## src/fcm_pkg.sv

```systemverilog
// Constants, register map and state type for the macrocell configuration block
package fcm_pkg;
  // Cell counts
  localparam int N_DED  = 10;
  localparam int N_PIN  = 10;
  localparam int N_BUR  = 8;
  localparam int N_CELL = 18;

  // Register bus widths
  localparam int AW = 8;
  localparam int DW = 32;

  // Register offsets
  localparam logic [7:0] ADDR_IN_CFG   = 8'h00;
  localparam logic [7:0] ADDR_CLK_SRC  = 8'h04;
  localparam logic [7:0] ADDR_BYPASS   = 8'h08;
  localparam logic [7:0] ADDR_DATA_POL = 8'h0C;
  localparam logic [7:0] ADDR_EN_POL   = 8'h10;
  localparam logic [7:0] ADDR_CELL_ST  = 8'h14;
  localparam logic [7:0] ADDR_INP_ST   = 8'h18;

  // Input config field positions: {pin hold, pin sync, ded hold, ded sync}
  localparam int IN_DED_SYNC = 0;
  localparam int IN_DED_HOLD = 1;
  localparam int IN_PIN_SYNC = 2;
  localparam int IN_PIN_HOLD = 3;

  // Reset values: inputs pass through, cells combinational, true polarity
  localparam logic [3:0]  RST_IN_CFG   = 4'hF;
  localparam logic [17:0] RST_CLK_SRC  = 18'h0_0000;
  localparam logic [17:0] RST_BYPASS   = 18'h3_FFFF;
  localparam logic [9:0]  RST_DATA_POL = 10'h000;
  localparam logic [17:0] RST_EN_POL   = 18'h0_0000;

  // Input group modes as {hold select, sync select}
  localparam logic [1:0] IN_PASS  = 2'h3;
  localparam logic [1:0] IN_REG   = 2'h2;
  localparam logic [1:0] IN_LATCH = 2'h0;

  // Power-up clear time
  localparam int RESET_TIME_NS  = 45000;
  localparam int CLK_PERIOD_PS  = 5000;
  localparam int POWERUP_CYCLES = RESET_TIME_NS * 1000 / CLK_PERIOD_PS;

  // Whole state of the block
  typedef struct packed {
    logic [3:0]  in_cfg;
    logic [17:0] clk_src;
    logic [17:0] bypass;
    logic [9:0]  data_pol;
    logic [17:0] en_pol;
    logic [31:0] rd_data;
    logic        input_capture_clock_prev;
    logic        shared_output_clock_prev;
    logic [17:0] e_prev;
    logic [13:0] pu_cnt;
    logic        pu_done;
    logic [9:0]  ded_q;
    logic [9:0]  pin_q;
    logic [17:0] cell_q;
    logic [9:0]  ded_out;
    logic [9:0]  pin_cell_out;
    logic [17:0] fb;
    logic [9:0]  pin_data;
    logic [9:0]  pin_oe_b;
  } fcm_state_t;
endpackage

```

## src/fcm_macrocell.sv

```systemverilog
// Input capture cells and buried / pin output cells around a sum-of-products array
`timescale 1ns/1ps
module fcm_macrocell #(
  parameter int POWERUP_CYCLES = fcm_pkg::POWERUP_CYCLES
) (
  // Clock and reset
  input  wire logic                     clk_in,
  input  wire logic                     rst_b_in,
  // Register port
  input  wire logic [fcm_pkg::AW-1:0]   addr_in,
  input  wire logic [fcm_pkg::DW-1:0]   wr_data_in,
  input  wire logic                     wr_en_in,
  input  wire logic                     rd_en_in,
  output logic      [fcm_pkg::DW-1:0]   rd_data_out,
  // Capture and output clocks
  input  wire logic                     input_capture_clock_in,
  input  wire logic                     shared_output_clock_in,
  // Terms from the array
  input  wire logic [fcm_pkg::N_CELL-1:0] data_sum_in,
  input  wire logic [fcm_pkg::N_CELL-1:0] enable_sum_in,
  input  wire logic                     reset_term_in,
  input  wire logic [fcm_pkg::N_PIN-1:0]  oe_term_in,
  // Pins
  input  wire logic [fcm_pkg::N_DED-1:0]  ded_in,
  input  wire logic [fcm_pkg::N_PIN-1:0]  pin_in,
  output logic      [fcm_pkg::N_PIN-1:0]  pin_out,
  output logic      [fcm_pkg::N_PIN-1:0]  pin_oe_b_out,
  // Feedback to the array
  output logic      [fcm_pkg::N_DED-1:0]  dedicated_input_cell_out,
  output logic      [fcm_pkg::N_PIN-1:0]  pin_input_cell_out,
  output logic      [fcm_pkg::N_CELL-1:0] cell_fb_out
);
  import fcm_pkg::*;

  fcm_state_t r;
  fcm_state_t s;

  // Decoded modes and edges, shared by logic and checks
  logic [1:0]  ded_mode;
  logic [1:0]  pin_mode;
  logic        input_capture_clock_rise;
  logic        shared_output_clock_rise;
  logic [17:0] e_term;
  logic [17:0] d_term;
  logic [17:0] e_rise;

  // Each group has one mode; unused code 01 acts as pass-through
  assign ded_mode  = {r.in_cfg[IN_DED_HOLD], r.in_cfg[IN_DED_SYNC]};
  assign pin_mode  = {r.in_cfg[IN_PIN_HOLD], r.in_cfg[IN_PIN_SYNC]};
  assign input_capture_clock_rise = input_capture_clock_in & ~r.input_capture_clock_prev;
  assign shared_output_clock_rise = shared_output_clock_in & ~r.shared_output_clock_prev;

  // Polarity XORs; buried cells use the data term as it comes
  assign e_term = enable_sum_in ^ r.en_pol;
  assign d_term = data_sum_in ^ {8'h00, r.data_pol};
  assign e_rise = e_term & ~r.e_prev;

  // Next state of the whole block
  always_comb begin
    logic [1:0] md;
    s = r;
    md = 2'h0;
    s.input_capture_clock_prev = input_capture_clock_in;
    s.shared_output_clock_prev = shared_output_clock_in;
    s.e_prev = e_term;

    // Configuration writes
    if (wr_en_in) begin
      case (addr_in)
        ADDR_IN_CFG:   s.in_cfg = wr_data_in[3:0];
        ADDR_CLK_SRC:  s.clk_src = wr_data_in[17:0];
        ADDR_BYPASS:   s.bypass = wr_data_in[17:0];
        ADDR_DATA_POL: s.data_pol = wr_data_in[9:0];
        ADDR_EN_POL:   s.en_pol = wr_data_in[17:0];
        default:       s.in_cfg = r.in_cfg;
      endcase
    end

    // Read data stand for one cycle only; unmapped reads give zero
    s.rd_data = 32'h0000_0000;
    if (rd_en_in) begin
      case (addr_in)
        ADDR_IN_CFG:   s.rd_data = {28'h000_0000, r.in_cfg};
        ADDR_CLK_SRC:  s.rd_data = {14'h0000, r.clk_src};
        ADDR_BYPASS:   s.rd_data = {14'h0000, r.bypass};
        ADDR_DATA_POL: s.rd_data = {22'h00_0000, r.data_pol};
        ADDR_EN_POL:   s.rd_data = {14'h0000, r.en_pol};
        ADDR_CELL_ST:  s.rd_data = {14'h0000, r.cell_q};
        ADDR_INP_ST:   s.rd_data = {12'h000, r.pin_q, r.ded_q};
        default:       s.rd_data = 32'h0000_0000;
      endcase
    end

    // Dedicated input group capture
    if (ded_mode == IN_LATCH) begin
      if (input_capture_clock_in) begin
        s.ded_q = ded_in;
      end
    end else if (ded_mode == IN_REG) begin
      if (input_capture_clock_rise) begin
        s.ded_q = ded_in;
      end
    end
    s.ded_out = (ded_mode == IN_LATCH || ded_mode == IN_REG) ? s.ded_q : ded_in;

    // Pin input group capture; this is the second feedback path of each pin
    if (pin_mode == IN_LATCH) begin
      if (input_capture_clock_in) begin
        s.pin_q = pin_in;
      end
    end else if (pin_mode == IN_REG) begin
      if (input_capture_clock_rise) begin
        s.pin_q = pin_in;
      end
    end
    s.pin_cell_out = (pin_mode == IN_LATCH || pin_mode == IN_REG) ? s.pin_q : pin_in;

    // Power-up clear: output and buried cells ignore all clocks until the time has run out
    if (!r.pu_done) begin
      if (r.pu_cnt == 14'(POWERUP_CYCLES - 1)) begin
        s.pu_done = 1'b1;
      end else begin
        s.pu_cnt = r.pu_cnt + 14'h0001;
      end
    end

    // Output and buried cells, each with its own mode
    for (int i = 0; i < N_CELL; i++) begin
      md = {r.clk_src[i], r.bypass[i]};
      if (!r.pu_done || reset_term_in) begin
        s.cell_q[i] = 1'b0;
      end else if (md == 2'h2) begin
        if (shared_output_clock_rise && e_term[i]) begin
          s.cell_q[i] = d_term[i];
        end
      end else if (md == 2'h0) begin
        if (e_rise[i]) begin
          s.cell_q[i] = d_term[i];
        end
      end
      // Code 11 is not a legal mode and behaves as combinational
      s.fb[i] = r.bypass[i] ? d_term[i] : s.cell_q[i];
    end

    // Only the first ten cells reach pins, through an inverting buffer
    s.pin_data = ~s.fb[9:0];
    s.pin_oe_b = ~oe_term_in;
  end

  // Single state register
  always_ff @(posedge clk_in or negedge rst_b_in) begin
    if (!rst_b_in) begin
      r <= '{in_cfg: RST_IN_CFG, clk_src: RST_CLK_SRC, bypass: RST_BYPASS,
             data_pol: RST_DATA_POL, en_pol: RST_EN_POL,
             pin_data: 10'h3FF, pin_oe_b: 10'h3FF, default: '0};
    end else begin
      r <= s;
    end
  end

  // Outputs straight from the state flops; buried cells show only on feedback and in the cell status read
  assign rd_data_out              = r.rd_data;
  assign pin_out                  = r.pin_data;
  assign pin_oe_b_out             = r.pin_oe_b;
  assign dedicated_input_cell_out = r.ded_out;
  assign pin_input_cell_out       = r.pin_cell_out;
  assign cell_fb_out              = r.fb;

  for (genvar g = 0; g < N_CELL; g++) begin : g_chk

  end
endmodule

```

## config.mk

```make
export PLATFORM = sky130hd
export DESIGN_NAME = fcm_macrocell
export DESIGN_NICKNAME = d
export VERILOG_FILES = /design/src/fcm_pkg.sv /design/src/fcm_macrocell.sv
export SDC_FILE = /design/constraint.sdc
export NUM_CORES = 1
export LEC_CHECK = 0
export ABC_AREA = 0
export BUFFER_PORTS_ARGS = -buffer_cell sky130_fd_sc_hd__buf_4
export CAP_MARGIN = 20
export CORE_AREA = 2 2 152 154
export DETAILED_ROUTE_END_ITERATION = 10
export DIE_AREA = 0 0 154 156
export PLACE_DENSITY = 0.75
export SLEW_MARGIN = 25
export SYNTH_ARGS = -nofsm -noshare
export SYNTH_HDL_FRONTEND = slang
export SYNTH_SLANG_ARGS = --single-unit
```

## constraint.sdc

```tcl
create_clock -name clk_in -period 3.04 [get_ports clk_in]
set_input_delay 0.304 -clock clk_in [delete_from_list [all_inputs] [get_ports clk_in]]
set_output_delay 0.304 -clock clk_in [all_outputs]
set_load 0.005 [all_outputs]
```

==> results of run 1 <==
-- power breakdown --
group | internal, mW | switching [mW]
registers | 3.08 | 0.103
clock network | 1.66 | 1.18
logic | 0.375 | 0.332
total | 5.11 | 1.61
-- critical path, stage by stage --
cell	delay (ns)
dlygate4sd3_1	0.53
buf_4	0.11
inv_1	0.08
a211oi_4	0.64
mux2_2	0.42
mux2_2	0.26
-- Yosys cell counts, types with 17 or more instances --
| library cell | n |
|---|---|
| nor2_1 | 33 |
| o22ai_1 | 21 |
| nand3b_1 | 19 |
| mux2i_1 | 20 |
| xnor2_1 | 22 |
| xor2_1 | 17 |
| a2111oi_2 | 18 |
| a21oi_1 | 22 |
| mux2_2 | 112 |
| buf_4 | 91 |
| dfstp_2 | 42 |
| nor2b_1 | 25 |
| dfrtp_1 | 177 |
| inv_1 | 51 |
-- state kept, by name (all words and copies together), names as in the netlist --
register,count
ded_mode,2
dedicated_input_cell_out,10
rd_data_out,20
pin_mode,2
pin_out,10
cell_fb_out,18
pin_oe_b_out,10
r,137
pin_input_cell_out,10
-- per-layer routing --
layer,global-route usage (%),wire length [microns],vias to the layer above
li1,-,-,3064
met1,26.2,10200,3398
met2,34.0,11800,209
met3,4.53,1610,47
met4,5.70,574,0
met5,0,0,-
-- layout make-up --
class	count	area [sq um]
repair buffers	204	1580
fillers	1888	9990
inverters	51	191
clock buffers	35	723
clock inverters	10	62.6
well taps	285	357
multi-input cells	447	3920
flip-flops and latches	219	5530
-- through the flow --
step / instances / utilization [%] / worst slack (ns) / power, mW / hold WS (ns)
finish: 1251 / 55.3 / 1.07 / 6.72 / 0.0338
global route: 1251 / 55.3 / 1.02 / 6.98 / 0.0122
CTS: 1251 / 55.3 / 0.840 / 6.79 / 0.0139
detailed placement: 1193 / 51.2 / 0.778 / 3.92 / 0.371
global placement: 1193 / 51.2 / 0.779 / 3.90 / 0.371
floorplan: 836 / - / 1.22 / 3.64 / 0.00841
-- cell usage in the layout (no fill, tap or decap), types with 5 or more instances in the layout --
cell             n
o22a_1          13
clkbuf_16       25
a211oi_1        10
nand3b_1        19
mux2_1           7
clkbuf_8         6
nor3_1           5
mux2_4          10
a22oi_1          5
xnor2_1         22
conb_1          12
a22o_1           6
nor2_1          33
nor2b_1         24
o22ai_1         21
clkinv_2         6
mux2_2         112
mux2i_1         20
nand2_1         12
dfstp_2         42
xor2_1          17
nand4_1          8
nand3_1          5
dlygate4sd3_1   13
a222oi_1         9
dfrtp_1        177
a21oi_1         22
buf_4          189
inv_1           51
a2111oi_2       18
-- kinds of logic (layout without fill, tap and decap cells) --
family / after synthesis / in the layout / synth area share (%)
AO/OA/AOI/OAI: 114 / 114 / 9.30
XOR/XNOR: 39 / 39 / 3.29
adder cells (fa/ha/maj): 1 / 1 / 0.120
buffers and inverters: 170 / 300 / 9.74
flip-flops: 219 / 219 / 53.2
multiplexers: 152 / 152 / 16.9
other: 1 / 12 / 0.0361
AND/OR/NAND/NOR: 129 / 129 / 7.36
-- worst paths after layout --
| path | from | end | depth (start not counted) |
|---|---|---|---|
| max | input_capture_clock_in | pin_input_cell_out[5] | 6 |
| min | ded_in[2] | dedicated_input_cell_out[2] | 2 |
| max reg2reg | r[130] | pin_input_cell_out[5] | 3 |
| min reg2reg | r[110] | r[110] | 1 |
| max in group asynchronous | rst_b_in | pin_oe_b_out[5] | 3 |
| min in group asynchronous | rst_b_in | rd_data_out[11] | 2 |
==> impl_metrics.env, run 1 <==
export IMPL_outcome="finished clean"
export IMPL_clock_sinks=219
export IMPL_cts_hold_buf=13
export IMPL_cts_root_buf="clkbuf_16"
export IMPL_antenna_found_initial=0
export IMPL_timing_final_crit_share_pct=64.9
export IMPL_hold_viol_final=0
export IMPL_drt_initial_drc_count=349
export IMPL_area_delta_synth_final_pct=19.1
export IMPL_synthArstFlopShare_pct=100
export IMPL_start_kind="primary input"
export IMPL_core_area_sq_um=22400
export IMPL_worst_pin_slew_ns=0.749
export IMPL_routedWlPerCell_microns=19.3
export IMPL_placed_cell_area_sq_um=11400
export IMPL_clkLatencyLatePin_ns=0.51
export IMPL_ys_ff_latch=219
export IMPL_synthFlopType="dfrtp_1"
export IMPL_setup_viol=0
export IMPL_initial_core_util_pct=46.5
export IMPL_avgSynthCellArea_sq_um=12.6
export IMPL_netlist_instances=825
export IMPL_nets=1062
export IMPL_ys_types=55
export IMPL_cp_end_kind="flip-flop"
export IMPL_yosys_top_cells_area="dfrtp_1 (43%), mux2_2 (12%), dfstp_2 (11%)"
export IMPL_critPathMaxFanout=10
export IMPL_clockBufferDepth=3
export IMPL_leakage_nw=5.75
export IMPL_layout_drive_gt1_share_pct=44.5
export IMPL_required_ns=3.43
export IMPL_syn_area_sq_um=10400
export IMPL_die_h_microns=156
export IMPL_dp_hpwl_microns=16300
export IMPL_fmax_mhz=507
export IMPL_ff2ff_setup_slack_ns=1.13
export IMPL_powerDensity_nw_per_um2=543
export IMPL_arrival_ns=2.36
export IMPL_antenna_left=0
export IMPL_slew_viol_final=0
export IMPL_clock_skew_ns=0.00849
export IMPL_vias=6718
export IMPL_worstHoldPathType="primary input to flip-flop"
export IMPL_num_rows=55
export IMPL_cts_buffers=25
export IMPL_synth_edf_count=0
export IMPL_drc=0
export IMPL_grt_pass1_wl_microns=37800
export IMPL_crit_type="primary input to flip-flop"
export IMPL_finalSetupTns_ns=0
export IMPL_rsz0062_at_grt="false"
export IMPL_io_pins=203
export IMPL_wirelength_microns=24200
export IMPL_io_buffers=176
export IMPL_track_usage_pct=20.2
export IMPL_synth_largest_area_cell="dfrtp_1"
export IMPL_relSlewSlack_pct=50.0
export IMPL_fp_dieW_microns=154
export IMPL_fin_area_sq_um=12400
export IMPL_drt_first_pass_iters=5
export IMPL_yosysWarnings=0
export IMPL_overflow=0
export IMPL_maxCapViolations=0
export IMPL_n_antenna_cell=0
export IMPL_die_area_sq_um=24000
export IMPL_gp_congestion=0.764
export IMPL_htreeDepth=1
export IMPL_ir_drop_uv=355
export IMPL_cts_tree="done"
export IMPL_finalCriticalPeriod_ns=1.97
export IMPL_grt_pass1_vias=6889
export IMPL_clkSlewWorstSetupHoldPaths_ns=0.06
export IMPL_ys_seq_area_share_pct=53.2
export IMPL_grt_max_degree=89
export IMPL_postCtsSetupBuffers=0
export IMPL_cts_repair_resized=0
export IMPL_vias_per_cell=5.37
export IMPL_synth_top_area_share_pct=42.6
Note: power is estimated with default switching activity, not from simulation.
==> inputs of run 2 (changes only) <==
--- a/config.mk
+++ b/config.mk
@@ -5,13 +5,13 @@
 export SDC_FILE = /design/constraint.sdc
 export NUM_CORES = 1
 export LEC_CHECK = 0
-export ABC_AREA = 0
+export ABC_AREA = 1
 export BUFFER_PORTS_ARGS = -buffer_cell sky130_fd_sc_hd__buf_4
 export CAP_MARGIN = 20
-export CORE_AREA = 2 2 152 154
+export CORE_AREA = 2 2 156 158
 export DETAILED_ROUTE_END_ITERATION = 10
-export DIE_AREA = 0 0 154 156
-export PLACE_DENSITY = 0.75
+export DIE_AREA = 0 0 158 160
+export PLACE_DENSITY = 0.74
 export SLEW_MARGIN = 25
 export SYNTH_ARGS = -nofsm -noshare
 export SYNTH_HDL_FRONTEND = slang
==> constraint.sdc (replaced) <==
create_clock -name clk_in -period 2 [get_ports clk_in]
set_input_delay 0.2 -clock clk_in [delete_from_list [all_inputs] [get_ports clk_in]]
set_output_delay 0.2 -clock clk_in [all_outputs]
set_load 0.005 [all_outputs]
==> impl_metrics.env, run 2 <==
export IMPL_drt_first_pass_iters=7
export IMPL_synth_xor_area_share_pct=1.69
export IMPL_regMostFlops="r"
export IMPL_antenna_left=0
export IMPL_crit_type="flip-flop to flip-flop"
export IMPL_routedWlPerCell_microns=15.0
export IMPL_finalCriticalPeriod_ns=1.69
export IMPL_cts_tree="done"
export IMPL_worstPathCellList="nor2_2 -> inv_1 -> a21oi_4 -> nand2_2 -> o21ai_2 -> nand2_1 -> nand2_1"
export IMPL_final_cell_mix="nand2_1 (331), inv_1 (199), buf_4 (198)"
export IMPL_yosys_area_share_simple_pct=23.6
export IMPL_ys_types=42
export IMPL_cp_slowest_cell="dfstp_2"
export IMPL_wirelength_microns=28000
export IMPL_clkSlewWorstSetupHoldPaths_ns=0.06
export IMPL_worst_pin_slew_ns=0.612
export IMPL_mostFrequentLayoutCell="nand2_1"
export IMPL_ys_top_cells_by_count="nand2_1 (331), inv_1 (199), dfrtp_1 (177)"
export IMPL_drc=0
export IMPL_io_pins=203
export IMPL_synth_top_family_by_area="simple AND/OR/NAND/NOR gates"
export IMPL_dp_hpwl_microns=19500
export IMPL_avgSynthCellArea_sq_um=8.14
export IMPL_clockBufferDepth=3
export IMPL_core_area_sq_um=23800
export IMPL_antenna_found_initial=1
export IMPL_num_rows=57
export IMPL_grt_max_degree=68
export IMPL_arrival_ns=2.12
export IMPL_synth_edf_count=0
export IMPL_ys_seq_area_share_pct=50.7
export IMPL_finalSetupTns_ns=0
export IMPL_io_buffers=176
export IMPL_relSlewSlack_pct=58.9
export IMPL_powerDensity_nw_per_um2=779
export IMPL_die_h_microns=160
export IMPL_rsz0062_at_grt="false"
export IMPL_cts_buffers=23
export IMPL_clock_sinks=219
export IMPL_fp_dieW_microns=158
export IMPL_ys_ff_latch=219
export IMPL_cp_end_kind="flip-flop"
export IMPL_yosysWarnings=0
export IMPL_slew_viol_final=0
export IMPL_slowest_delay_ns=0.47
export IMPL_gp_congestion=0.836
export IMPL_synth_top_area_share_pct=40.6
export IMPL_synth_adder_area_share_pct=0.115
export IMPL_htreeDepth=1
export IMPL_initial_core_util_pct=45.8
export IMPL_largest_reg_flops=137
export IMPL_clock_skew_ns=0.0111
export IMPL_yosys_top_cells_area="dfrtp_1 (41%), nand2_1 (11%), dfstp_2 (10%)"
export IMPL_cts_root_buf="clkbuf_16"
export IMPL_track_usage_pct=22.4
export IMPL_drt_initial_drc_count=714
export IMPL_synthArstFlopShare_pct=100
export IMPL_synthMuxAreaShare_pct=0
export IMPL_netlist_instances=1339
export IMPL_grt_pass1_wl_microns=45200
export IMPL_grt_pass1_vias=9040
export IMPL_hold_viol_final=0
export IMPL_syn_area_sq_um=10900
export IMPL_vias=9228
export IMPL_area_delta_synth_final_pct=25.0
export IMPL_timing_final_crit_share_pct=84.4
export IMPL_maxCapViolations=0
export IMPL_vias_per_cell=4.93
export IMPL_fmax_mhz=593
export IMPL_start_kind="flip-flop"
export IMPL_overflow=0
export IMPL_worstHoldPathType="primary input to flip-flop"
export IMPL_setup_viol=0
export IMPL_leakage_nw=7.14
export IMPL_required_ns=2.44
export IMPL_nets=1644
export IMPL_synthFlopType="dfrtp_1"
export IMPL_layout_drive_gt1_share_pct=20.2
export IMPL_synth_largest_area_cell="dfrtp_1"
export IMPL_cts_repair_resized=0
export IMPL_critPathMaxFanout=14
export IMPL_die_area_sq_um=25300
export IMPL_clkLatencyLatePin_ns=0.50
export IMPL_crit_top_cell="nand2_1"
export IMPL_outcome="finished clean"
export IMPL_ir_drop_uv=477
export IMPL_synth_compound_gate_area_share_pct=8.76
export IMPL_yosysMostFrequentCell="nand2_1"
export IMPL_total_power_mw=10.6
## run 2: final timing paths
kind | start | end | slack (ns) | cells past startpoint
worst max-delay path | pin_mode[0] | pin_input_cell_out[3] | 0.31 | 7
worst min-delay path | ded_in[8] | dedicated_input_cell_out[8] | 0.009 | 3
worst max register to register | pin_mode[0] | pin_input_cell_out[3] | 0.31 | 7
worst min register to register | r[195] | pin_out[4] | 0.50 | 2
max in group asynchronous | rst_b_in | r[205] | 0.99 | 3
min in group asynchronous | rst_b_in | cell_fb_out[2] | 0.27 | 2
## run 2: logic make-up after synthesis
| logic type | Yosys count |
|---|---|
| adders and majority gates | 1 |
| AOI/OAI and AO/OA | 178 |
| DFF | 219 |
| other | 1 |
| xor gates and xnor gates | 21 |
| buffers and inverters | 330 |
| and+or+nand+nor | 589 |
## run 2: layout make-up
cell class,instances,area [sq um]
fillers,2135,10200
flip-flops and latches,219,5530
multi-input cells,801,3790
repair buffers,283,2390
inverters,202,761
clock buffers,38,712
well taps,324,405
clock inverters,3,40.0
diodes,1,2.50
## run 2: report_power, final
group | switching (mW) | leakage [nW] | internal [mW]
registers | 0.248 | 2.51 | 4.84
clock network | 1.69 | 0.371 | 2.54
logic | 0.692 | 4.26 | 0.620
## run 2: timing repair
action | CTS | global route
hold buffers | 79 | 0
setup buffers | 0 | 0
hold endpoints to repair | 185 | 0
endpoints found under the setup margin | 0 | 0
## run 2: per-stage QoR
stage	hold WS [ns]	instances	setup slack, ns	cell area [sq um]	util [%]
6_report	0.00907	1871	0.312	13600	57.2
5_1_grt	0.0327	1871	0.138	13600	57.2
4_1_cts	0.000816	1870	0.313	13600	57.2
3_5_place_dp	0.207	1750	0.327	12100	50.8
3_3_place_gp	0.206	1750	0.379	12100	50.8
2_1_floorplan	-0.0956	1350	0.541	10900	-
## run 2: critical path, delay by kind of cell, from the launching register on
| kind | cells | cell delay [ns] |
|---|---|---|
| compound gates | 2 | 0.54 |
| buf+inv | 1 | 0.16 |
| flops | 1 | 0.47 |
| simple gates | 4 | 0.46 |
## run 2: per-layer routing
| metal | track usage (%) | vias to the layer above | part of all wire, % |
|---|---|---|---|
| li1 | - | 4486 | - |
| met5 | 0 | - | 0 |
| met1 | 30.4 | 4379 | 43 |
| met3 | 4.02 | 46 | 7.5 |
| met4 | 6.67 | 0 | 2.5 |
| met2 | 36.8 | 317 | 48 |
